--- src/rtl/acc_pkg.sv ---
/*
  Package for the core calibration controller: register offsets, field positions, reset values, timing counts and
  the state type.
  Assumes a 32-bit APB slave with byte addresses.
*/
package acc_pkg;
  // Register byte offsets
  localparam logic [11:0] ACC_OFS_CTRL       = 12'h000;  // Control bits
  localparam logic [11:0] ACC_OFS_STATUS     = 12'h004;  // Status bits
  localparam logic [11:0] ACC_OFS_TRIM_IDX   = 12'h008;  // Trim table index
  localparam logic [11:0] ACC_OFS_TRIM_DATA  = 12'h00c;  // Trim table data
  // Delay registers sit at word indices; the bus sees four times the index
  localparam logic [11:0] ACC_IDX_SRC_DLY    = 12'h09a;  // Core source delay word index
  localparam logic [11:0] ACC_IDX_MUX_DLY    = 12'h09b;  // Output mux delay word index
  localparam logic [11:0] ACC_OFS_SRC_DLY    = {ACC_IDX_SRC_DLY[9:0], 2'b00};  // Core source delay
  localparam logic [11:0] ACC_OFS_MUX_DLY    = {ACC_IDX_MUX_DLY[9:0], 2'b00};  // Output mux delay

  // Control field positions
  localparam int ACC_CTRL_SOFT_TRIG = 0;  // Software calibrate bit
  localparam int ACC_CTRL_TRIG_SRC  = 1;  // Trigger source select, 1 = pin
  localparam int ACC_CTRL_BG_EN     = 2;  // Background mode enable

  // Status field positions
  localparam int ACC_STAT_FG_BUSY   = 0;  // Foreground running
  localparam int ACC_STAT_FG_DONE   = 1;  // Foreground completed
  localparam int ACC_STAT_BG_ACTIVE = 2;  // Background rotation running

  // Reset values
  localparam logic [7:0] ACC_RST_CTRL    = 8'h00;
  localparam logic [7:0] ACC_RST_SRC_DLY = 8'h00;
  localparam logic [7:0] ACC_RST_MUX_DLY = 8'h00;

  // Timing: clock and calibration durations
  localparam int ACC_CLK_MHZ     = 200;
  localparam int ACC_FG_CAL_US   = 100;   // Foreground run length
  localparam int ACC_BG_CAL_US   = 50;    // One core's background run
  localparam int ACC_FG_CYC      = ACC_FG_CAL_US * ACC_CLK_MHZ;
  localparam int ACC_BG_CYC      = ACC_BG_CAL_US * ACC_CLK_MHZ;

  // Geometry
  localparam int ACC_NCORE = 6;
  localparam int ACC_NIN   = 4;
  localparam int ACC_NTRIM = 3;  // Offset, gain, termination

  // Sequencer states
  typedef enum logic [1:0] {
    ACC_ST_IDLE,
    ACC_ST_FG,
    ACC_ST_BG
  } acc_state_t;
endpackage : acc_pkg

--- src/rtl/acc_trim_mem.sv ---
/*
  Trim value memory: one word per input, core and parameter.
  Assumes a synchronous write port; read data comes from a register.
*/
`timescale 1ns/1ps
module acc_trim_mem
  import acc_pkg::*;
#(
  parameter int AW = 6,
  parameter int DW = 8,
  parameter int DEPTH = 64
)(
  input  wire logic          i_clk,
  input  wire logic          i_arst_n,
  input  wire logic          i_we,
  input  wire logic [AW-1:0] i_addr,
  input  wire logic [DW-1:0] i_wdata,
  input  wire logic [DW-1:0] i_fuse [DEPTH],
  input  wire logic          i_load,
  output logic      [DW-1:0] o_rdata
);
  logic [DW-1:0] mem_ff [DEPTH];  // Trim storage
  logic [DW-1:0] nxt_rdata;       // Read word ahead of its register

  // Read path
  always_comb
  begin
    nxt_rdata = mem_ff[i_addr];
  end

  // Storage; factory values load after reset, writes override
  always_ff @(posedge i_clk)
  begin
    for (int k = 0; k < DEPTH; k++)
    begin
      if (i_load)
        mem_ff[k] <= i_fuse[k];
      else if (i_we && i_addr == AW'(k))
        mem_ff[k] <= i_wdata;
    end
  end

  // Registered read data
  always_ff @(posedge i_clk or negedge i_arst_n)
  begin
    if (!i_arst_n)
      o_rdata <= '0;
    else
      o_rdata <= nxt_rdata;
  end
endmodule : acc_trim_mem

--- src/rtl/acc_cal_ctrl.sv ---
/*
  Calibration sequencer for six conversion cores feeding four channels, with APB register access and trim table.
  Assumes a single 200 MHz clock, factory trims on i_fuse_trim, and core data from the analog side.
*/
// The implementer's own choice: the APB interface to the registers.
// Overview of operation
// - Foreground run forces mid-code on all channels
// - Six cores; 0,1,4,5 feed inputs A-D
// - Spare 2 covers 0/1, 3 covers 4/5
// - Each run trims linearity, gain, offset
// - Foreground run starts after reset automatically
// - Trigger from pin or software bit
// - Background mode never interrupts output data
// - Calibrated core returns to its channel, spare covers next, rotating forever
// - Only one core calibrated at once in background; foreground calibrates all six
// - Trims load factory values, readable, writable
// - One trim per input and core
`timescale 1ns/1ps
module acc_cal_ctrl
  import acc_pkg::*;
#(
  parameter int DW        = 12,
  parameter int TW        = 8,
  parameter int FG_CYCLES = ACC_FG_CYC,
  parameter int BG_CYCLES = ACC_BG_CYC
)(
  input  wire logic          i_clk,
  input  wire logic          i_arst_n,
  // APB slave
  input  wire logic          psel,
  input  wire logic          penable,
  input  wire logic          pwrite,
  input  wire logic [11:0]   paddr,
  input  wire logic [31:0]   pwdata,
  output logic      [31:0]   prdata,
  output logic               pready,
  output logic               pslverr,
  // Trigger pin, asynchronous
  input  wire logic          i_hw_calibrate_pin,
  // Core data and factory trims
  input  wire logic [DW-1:0] i_core_data [ACC_NCORE],
  input  wire logic [TW-1:0] i_fuse_trim [64],
  // Outputs
  output logic      [DW-1:0] o_chan_data [ACC_NIN],
  output logic      [ACC_NCORE-1:0] o_core_online,
  output logic      [ACC_NCORE-1:0] o_core_cal,
  output logic      [7:0]    o_core_source_delay,
  output logic      [7:0]    o_output_mux_delay,
  output logic               o_fg_done
);
  localparam logic [31:0] FG_N = 32'(FG_CYCLES);
  localparam logic [31:0] BG_N = 32'(BG_CYCLES);

  // Control, state and counters
  logic [7:0]   ctrl_ff, nxt_ctrl;          // Control register
  logic [7:0]   src_dly_ff, nxt_src_dly;    // Core source delay
  logic [7:0]   mux_dly_ff, nxt_mux_dly;    // Output mux delay
  logic [5:0]   tidx_ff, nxt_tidx;          // Trim index
  acc_state_t   st_ff, nxt_st;              // Sequencer state
  logic [31:0]  cnt_ff, nxt_cnt;            // Run length counter
  logic [1:0]   slot_ff, nxt_slot;          // Rotation position 0..3
  logic         done_ff, nxt_done;          // Foreground done flag
  logic         boot_ff, nxt_boot;          // Power-up run pending
  logic         load_ff, nxt_load;          // Trim load after reset
  logic         trig_q_ff, nxt_trig_q;      // Trigger level delayed
  logic [1:0]   pin_sync_ff;                // Pin synchroniser
  logic [DW-1:0] chan_ff [ACC_NIN];         // Output data registers
  logic [DW-1:0] nxt_chan [ACC_NIN];
  logic [TW-1:0] trim_rdata;                // Trim memory read
  logic         trig_lvl, trig_rise;        // Selected trigger
  logic         wr_en, rd_en, trim_we;      // Bus strobes
  logic [31:0]  nxt_prdata;
  logic [2:0]   cal_core;                   // Core under calibration
  logic [2:0]   spare_core;                 // Spare standing in for it

  // Pin synchroniser; only second stage is read
  always_ff @(posedge i_clk or negedge i_arst_n)
  begin
    if (!i_arst_n)
      pin_sync_ff <= 2'b00;
    else
      pin_sync_ff <= {pin_sync_ff[0], i_hw_calibrate_pin};
  end

  // Bus strobes; slave always answers in the access cycle
  assign wr_en   = psel && penable && pwrite;
  assign rd_en   = psel && !penable && !pwrite;
  assign pready  = 1'b1;
  assign pslverr = 1'b0;
  assign trim_we = wr_en && paddr == ACC_OFS_TRIM_DATA;

  assign trig_lvl  = ctrl_ff[ACC_CTRL_TRIG_SRC] ? pin_sync_ff[1] : ctrl_ff[ACC_CTRL_SOFT_TRIG];
  assign trig_rise = trig_lvl && !trig_q_ff;

  // Register next values
  always_comb
  begin
    nxt_ctrl    = ctrl_ff;
    nxt_src_dly = src_dly_ff;
    nxt_mux_dly = mux_dly_ff;
    nxt_tidx    = tidx_ff;
    if (wr_en)
    begin
      case (paddr)
        ACC_OFS_CTRL:     nxt_ctrl    = pwdata[7:0];
        ACC_OFS_TRIM_IDX: nxt_tidx    = pwdata[5:0];
        ACC_OFS_SRC_DLY:  nxt_src_dly = pwdata[7:0];
        ACC_OFS_MUX_DLY:  nxt_mux_dly = pwdata[7:0];
        default:          nxt_ctrl    = ctrl_ff;
      endcase
    end
  end

  // Read data, latched in setup so it stands through access
  always_comb
  begin
    nxt_prdata = prdata;
    if (rd_en)
    begin
      case (paddr)
        ACC_OFS_CTRL:      nxt_prdata = {24'h000000, ctrl_ff};
        ACC_OFS_STATUS:    nxt_prdata = {29'h0, st_ff == ACC_ST_BG, done_ff, st_ff == ACC_ST_FG};
        ACC_OFS_TRIM_IDX:  nxt_prdata = {26'h0, tidx_ff};
        ACC_OFS_TRIM_DATA: nxt_prdata = {24'h000000, trim_rdata};
        ACC_OFS_SRC_DLY:   nxt_prdata = {24'h000000, src_dly_ff};
        ACC_OFS_MUX_DLY:   nxt_prdata = {24'h000000, mux_dly_ff};
        default:           nxt_prdata = 32'h00000000;
      endcase
    end
  end

  always_ff @(posedge i_clk or negedge i_arst_n)
  begin
    if (!i_arst_n)
    begin
      ctrl_ff    <= ACC_RST_CTRL;
      src_dly_ff <= ACC_RST_SRC_DLY;
      mux_dly_ff <= ACC_RST_MUX_DLY;
      tidx_ff    <= 6'h00;
      prdata     <= 32'h00000000;
    end
    else
    begin
      ctrl_ff    <= nxt_ctrl;
      src_dly_ff <= nxt_src_dly;
      mux_dly_ff <= nxt_mux_dly;
      tidx_ff    <= nxt_tidx;
      prdata     <= nxt_prdata;
    end
  end

  // Sequencer next state
  always_comb
  begin
    nxt_st     = st_ff;
    nxt_cnt    = cnt_ff;
    nxt_slot   = slot_ff;
    nxt_done   = done_ff;
    nxt_boot   = 1'b0;
    nxt_load   = 1'b0;
    nxt_trig_q = trig_lvl;
    case (st_ff)
      ACC_ST_IDLE:
      begin
        if (boot_ff || trig_rise)
        begin
          nxt_st   = ACC_ST_FG;
          nxt_cnt  = 32'h0;
          nxt_done = 1'b0;
        end
        // background needs enable, source 0, trigger 1
        else if (ctrl_ff[ACC_CTRL_BG_EN] && !ctrl_ff[ACC_CTRL_TRIG_SRC] && ctrl_ff[ACC_CTRL_SOFT_TRIG])
        begin
          nxt_st  = ACC_ST_BG;
          nxt_cnt = 32'h0;
        end
      end
      ACC_ST_FG:
      begin
        if (cnt_ff == FG_N - 32'h1)
        begin
          nxt_st   = ACC_ST_IDLE;
          // completion flag, cleared when the next foreground run starts
          nxt_done = 1'b1;
        end
        else
          nxt_cnt = cnt_ff + 32'h1;
      end
      ACC_ST_BG:
      begin
        if (!(ctrl_ff[ACC_CTRL_BG_EN] && ctrl_ff[ACC_CTRL_SOFT_TRIG]))
          nxt_st = ACC_ST_IDLE;
        // finished core returns to its channel, next rotates out
        else if (cnt_ff == BG_N - 32'h1)
        begin
          nxt_cnt  = 32'h0;
          nxt_slot = slot_ff + 2'd1;
        end
        else
          nxt_cnt = cnt_ff + 32'h1;
      end
      default:
        nxt_st = ACC_ST_IDLE;
    endcase
  end

  always_ff @(posedge i_clk or negedge i_arst_n)
  begin
    if (!i_arst_n)
    begin
      st_ff     <= ACC_ST_IDLE;
      cnt_ff    <= 32'h0;
      slot_ff   <= 2'd0;
      done_ff   <= 1'b0;
      boot_ff   <= 1'b1;
      load_ff   <= 1'b1;
      trig_q_ff <= 1'b0;
    end
    else
    begin
      st_ff     <= nxt_st;
      cnt_ff    <= nxt_cnt;
      slot_ff   <= nxt_slot;
      done_ff   <= nxt_done;
      boot_ff   <= nxt_boot;
      load_ff   <= nxt_load;
      trig_q_ff <= nxt_trig_q;
    end
  end

  // a single calibrating core per rotation slot
  // slots 0,1 spare 2 covers; slots 2,3 spare 3 covers
  always_comb
  begin
    case (slot_ff)
      2'd0:    cal_core = 3'd0;
      2'd1:    cal_core = 3'd1;
      2'd2:    cal_core = 3'd4;
      default: cal_core = 3'd5;
    endcase
  end

  // slots 2,3 belong to the second pair
  assign spare_core = slot_ff[1] ? 3'd3 : 3'd2;

  // Output mux per channel
  for (genvar c = 0; c < ACC_NIN; c++)
  begin : g_chan
    localparam logic [2:0] HOME  = (c < 2) ? 3'(c) : 3'(c + 2);
    localparam logic [2:0] SPARE = (c < 2) ? 3'd2 : 3'd3;
    always_comb
    begin
      if (st_ff == ACC_ST_FG)
        nxt_chan[c] = '0;
      else if (st_ff == ACC_ST_BG && cal_core == HOME)
        nxt_chan[c] = i_core_data[SPARE];
      else
        nxt_chan[c] = i_core_data[HOME];
    end
    always_ff @(posedge i_clk or negedge i_arst_n)
    begin
      if (!i_arst_n)
        chan_ff[c] <= '0;
      else
        chan_ff[c] <= nxt_chan[c];
    end
    assign o_chan_data[c] = chan_ff[c];
  end

  // Core online and calibrating flags
  always_comb
  begin
    o_core_online = 6'b110011;
    o_core_cal    = 6'b000000;
    if (st_ff == ACC_ST_FG)
    begin
      o_core_online = 6'b000000;
      o_core_cal    = 6'b111111;
    end
    else if (st_ff == ACC_ST_BG)
    begin
      // spare swaps in, other spare stays idle
      o_core_online[cal_core]   = 1'b0;
      o_core_online[spare_core] = 1'b1;
      o_core_cal[cal_core]      = 1'b1;
    end
  end

  assign o_core_source_delay = src_dly_ff;
  assign o_output_mux_delay  = mux_dly_ff;
  assign o_fg_done           = done_ff;

  // one word per input, core and parameter
  acc_trim_mem #(
    .AW    (6),
    .DW    (TW),
    .DEPTH (64)
  ) u_trim (
    .i_clk    (i_clk),
    .i_arst_n (i_arst_n),
    .i_we     (trim_we),
    .i_addr   (tidx_ff),
    .i_wdata  (pwdata[TW-1:0]),
    .i_fuse   (i_fuse_trim),
    .i_load   (load_ff),
    .o_rdata  (trim_rdata)
  );
endmodule : acc_cal_ctrl

--- config.mk ---
export PLATFORM = sky130hd
export DESIGN_NAME = acc_cal_ctrl
export DESIGN_NICKNAME = d
export VERILOG_FILES = /design/src/rtl/acc_pkg.sv /design/src/rtl/acc_trim_mem.sv /design/src/rtl/acc_cal_ctrl.sv
export SDC_FILE = /design/constraint.sdc
export NUM_CORES = 1
export LEC_CHECK = 0
export ABC_AREA = 0
export BUFFER_PORTS_ARGS = -buffer_cell sky130_fd_sc_hd__clkbuf_2
export CAP_MARGIN = 20
export CORE_ASPECT_RATIO = 0.6
export CORE_UTILIZATION = 40
export DETAILED_ROUTE_END_ITERATION = 16
export GPL_TIMING_DRIVEN = 0
export HOLD_SLACK_MARGIN = 0.12
export PLACE_DENSITY = 0.7
export SLEW_MARGIN = 30
export SYNTH_ARGS = -nofsm -noshare
export SYNTH_HDL_FRONTEND = slang
export SYNTH_SLANG_ARGS = --single-unit
--- constraint.sdc ---
create_clock -name i_clk -period 2.72 [get_ports i_clk]
set_clock_uncertainty 0.1 [all_clocks]
set_input_delay 0.272 -clock i_clk [delete_from_list [all_inputs] [get_ports i_clk]]
set_output_delay 0.272 -clock i_clk [all_outputs]
set_load 0.05 [all_outputs]
==> results.md <==
- Setup repair after global routing could not meet its margin everywhere.
- The transition time at the pin with the least slew margin is roughly 1.1 ns.
- The number of antenna violations at the first check in global routing came to 15.
- Of the total synthesized cell area, the portion taken by XOR and XNOR cells is 0.000265.
- The port buffer count is 685.
- Summed over all nets, the switching power comes to 7.79 mW.
- The type of the worst setup path is flop to flop.
- The number of antenna-violating nets in the routed design is 0.
- The library cell used most frequently in the layout, excluding fill and tap cells, is sky130_fd_sc_hd__clkbuf_2.
- The count of pins on the block boundary is 745.
- The switching part of the total power is 0.291.
- The type of element launching the critical path is a flop.
- The final critical delay including setup and external delays is 2.77 ns.
- Summing every instance area after synthesis gives roughly 33000 µm².
- The async set or reset register ratio after synthesis is 0.209.
- The area fraction of the dominant cell type after synthesis is 0.466.
- Of the total power, combinational logic draws 0.208.
- For this run, the leading register cell type out of synthesis is sky130_fd_sc_hd__edfxtp_1.
- The checks that failed: setup timing.
- The gate count after technology mapping is between 2000 and 2500.
- The total number of yosys warnings is 0.
- The area of all placed cells without fillers is 47500 µm².
- Of the total synthesized cell area, the portion taken by full adders, half adders and majority gates is 0.00341.
- The synthesized-area fraction occupied by ao, oa, aoi and oai cells is 0.0611.
- The die is 373 µm wide.
- The power density normalized to cell area is 562 nW/µm².
- The clock network power share is 0.356.
- The root cell of the clock tree is sky130_fd_sc_hd__clkbuf_16.
- By area, the combinational part of the netlist is dominated by multiplexers.
- The congestion estimate from routability-driven global placement came to 0.940.
- The routed wire length is 151000 µm.
- Of the total synthesized cell area, the portion taken by AND, OR, NAND and NOR gates is 0.0622.
- For this run, the detailed router's first-pass iteration total came to 7.
- The worst-path maximum fanout is 10.
- VDD sags by at most approximately 0.00047 V.
- Registers take 18800 µm².
- The core region is 81600 µm².
- After synthesis, the share of cell area in mux cells is 0.276.
- The run finished, with violations left.
- The number of hold-slack violations in the final timing report is 0.
- The die outline area is between 80000 and 90000 µm².
- The sum of overflow across all layers after global routing is 0.
- The first-pass GRT wire length is between 200000 and 250000 µm.
- The critical path capture point type is a flop.
- The number of storage elements in the synthesis netlist is 647.
- Counting the buffers created by CTS gives 66.
- The maximum frequency from static timing analysis is between 0.3 and 0.4 GHz.
- The end-of-flow core utilization is 0.583.
- The clock latency reported for the late side of the worst-skew pair is 0.66 ns.
- The H-tree depth is 3.
- Entering global routing, the biggest net connects 72 pins.
- Summing over every cut layer, the via total after detailed routing is 28407.
- Hold is met by 0.198 ns.
- For the worst setup path, the data required time is 3.11 ns.
- The worst slack after detailed placement is -1.85 ns.
- In the final layout, the share of cells above drive strength 1 is 0.478.
- The share of total power in sequential cells is 0.436.
- The multi-input gate area in the final layout is 14000 µm².
- The final setup violation count is 4.
- The starting density of the core is 0.404.
- The number of flops mapped to enable cells by yosys is 512.
- The average instance in the mapped netlist occupies 14.7 µm².
- STA puts the critical path data arrival time at 3.16 ns.
- The largest buffer count on any clock path is 3.
- The relative area change from synthesis to final layout is 44.1%.
- The share of the cycle needed by the critical path after routing is 1.02.
- The total internal power is between 15 and 20 mW.
- sky130_fd_sc_hd__edfxtp_1 takes more of the synthesized area than any other cell.
- The number of sinks driven by the clock tree is approximately 650.
- Summed over all cells, the static leakage comes to around 19 nW.
- Of the synthesized area, sequential elements account for 0.568.
- TritonCTS built the clock tree.
- The per-cell routed wire length is 31.5 µm.
- After synthesis, the cell types taking the most area are sky130_fd_sc_hd__edfxtp_1 47%, sky130_fd_sc_hd__mux2_2 19%, sky130_fd_sc_hd__dfrtp_1 10%.
- The routed via count divided by cell count is approximately 5.9.
- In the routed design, unresolved DRC markers number 0.
- Synthesis instantiated 61 different standard cells from the library.
- The filler cells instantiated in the layout total about 6300.
- The final HPWL from detailed placement is about 100000 µm.
- The max-slew violation count came to 0.
- Leaving out fill and tap cells, the most frequent cells in the layout are 724 x sky130_fd_sc_hd__clkbuf_2, 613 x sky130_fd_sc_hd__dlygate4sd3_1, 546 x sky130_fd_sc_hd__mux2_2, 512 x sky130_fd_sc_hd__edfxtp_1, 171 x sky130_fd_sc_hd__nand2_1.
- Row generation in the floorplan step produced 81 rows.
- The worst slew margin relative to its limit is 0.271.
- The detailed router's first-iteration violation count is 3260.
- The clock transition at the register clock pins on the worst setup and hold paths after CTS is 0.07 ns.
- The reported max-cap violation count is 0.
- The slack of the critical path is -0.0497 ns.
- The worst reg-to-reg setup slack is -0.05 ns.
- The final net count is 4304.
- Summing all placed instances gives a cell area of 38000 µm².
- The number of global-route vias before repair is 28426.
- The min-delay analysis places its worst path in the category primary input to flop.
- The aggregate global-route resource usage is 0.354.
- The overall die height is 224 µm.
-- worst paths after layout --
kind                                         start  cells past startpoint                end
worst max-delay path                    tidx_ff[0]                      7  u_trim.o_rdata[1]
worst min-delay path            i_hw_calibrate_pin                      2     pin_sync_ff[0]
worst max register to register          tidx_ff[0]                      7  u_trim.o_rdata[1]
worst min register to register      pin_sync_ff[0]                      0     pin_sync_ff[1]
max in group asynchronous                 i_arst_n                      4         tidx_ff[2]
min in group asynchronous                 i_arst_n                      3            load_ff
-- logic make-up after synthesis --
| kind of cell | after synthesis |
|---|---|
| other cells | 2 |
| mux | 682 |
| compound gates | 281 |
| xor+xnor | 1 |
| flops | 647 |
| simple gates | 412 |
| fa+ha+maj | 9 |
| buf+inv | 214 |
-- synthesized netlist by cell type (all sizes together) (6+ instances only) --
library cell,count
a21boi,6
a21o,66
a21oi,69
a221oi,17
a22o,21
a22oi,36
and2,7
and3,13
buf,59
clkbuf,140
dfrtp,134
edfxtp,512
ha,9
inv,15
mux2,546
mux2i,8
mux4,128
nand2,184
nand2b,11
nand3,47
nand4,13
nor2,70
nor2b,11
nor3,21
nor4,14
o21ai,10
o221ai,8
o311ai,19
o31ai,9
or3,6
-- flip-flops by register name (all words and copies together) (netlist names) --
| register | count |
|---|---|
| cnt_ff | 32 |
| ctrl_ff | 8 |
| load_ff | 1 |
| o_chan_data | 48 |
| o_core_source_delay | 8 |
| o_fg_done | 1 |
| o_output_mux_delay | 8 |
| pin_sync_ff | 2 |
| prdata | 8 |
| slot_ff | 2 |
| st_ff | 2 |
| tidx_ff | 6 |
| trig_q_ff | 1 |
| u_trim.mem_ff | 512 |
| u_trim.o_rdata | 8 |
-- layer usage --
layer,wire [µm],share of wire,GRT usage
met1,61400,0.41,0.487
met2,66300,0.44,0.531
met3,17200,0.11,0.106
met4,5880,0.039,0.127
met5,62,0.00041,0
-- what timing repair did --
action,4_1_cts,5_1_grt
setup buffers,13,14
endpoints found under the setup margin,1076,548
gates resized for setup,223,100
hold buffers,614,0
pin swaps,11,13
endpoints found under the hold margin,702,0
-- power by group through the flow --
stage	clock network (mW)	registers, mW	logic [mW]
global route	9.89	11.7	5.79
global placement	0	11.8	4.26
floorplan	0	12.5	1.85
detailed placement	0	11.8	4.29
finish	9.51	11.7	5.57
CTS	9.50	11.6	5.31
-- critical path: stages, from the launching register on --
cell and delay (ns):
sky130_fd_sc_hd__dfrtp_2 0.48, sky130_fd_sc_hd__buf_8 0.23, sky130_fd_sc_hd__buf_6 0.24, sky130_fd_sc_hd__mux4_2 0.56
sky130_fd_sc_hd__a22oi_1 0.42, sky130_fd_sc_hd__a21oi_1 0.19, sky130_fd_sc_hd__nor2_2 0.20, sky130_fd_sc_hd__o221ai_1 0.16
-- cell type report --
type / instances / share of cell area
well taps: 1079 / 0.0284
flip-flops and latches: 647 / 0.395
plain buffers: 190 / 0.0250
clock buffers: 93 / 0.0404
inverters: 15 / 0.00118
clock inverters: 25 / 0.00505
repair buffers: 1329 / 0.211
diodes: 4 / 0.000211
multi-input cells: 1412 / 0.294
-- metrics by stage --
step | setup TNS, ns | cells | total power [mW]
finish | -0.0792 | 4794 | 26.7
global route | -0.0200 | 4792 | 27.4
CTS | -1.20 | 4779 | 26.4
detailed placement | -1105.27 | 4040 | 16.1
global placement | -1410.36 | 4037 | 16.1
floorplan | -0.541 | 2273 | 14.4
No activity file was read; power rests on OpenSTA's default activity.
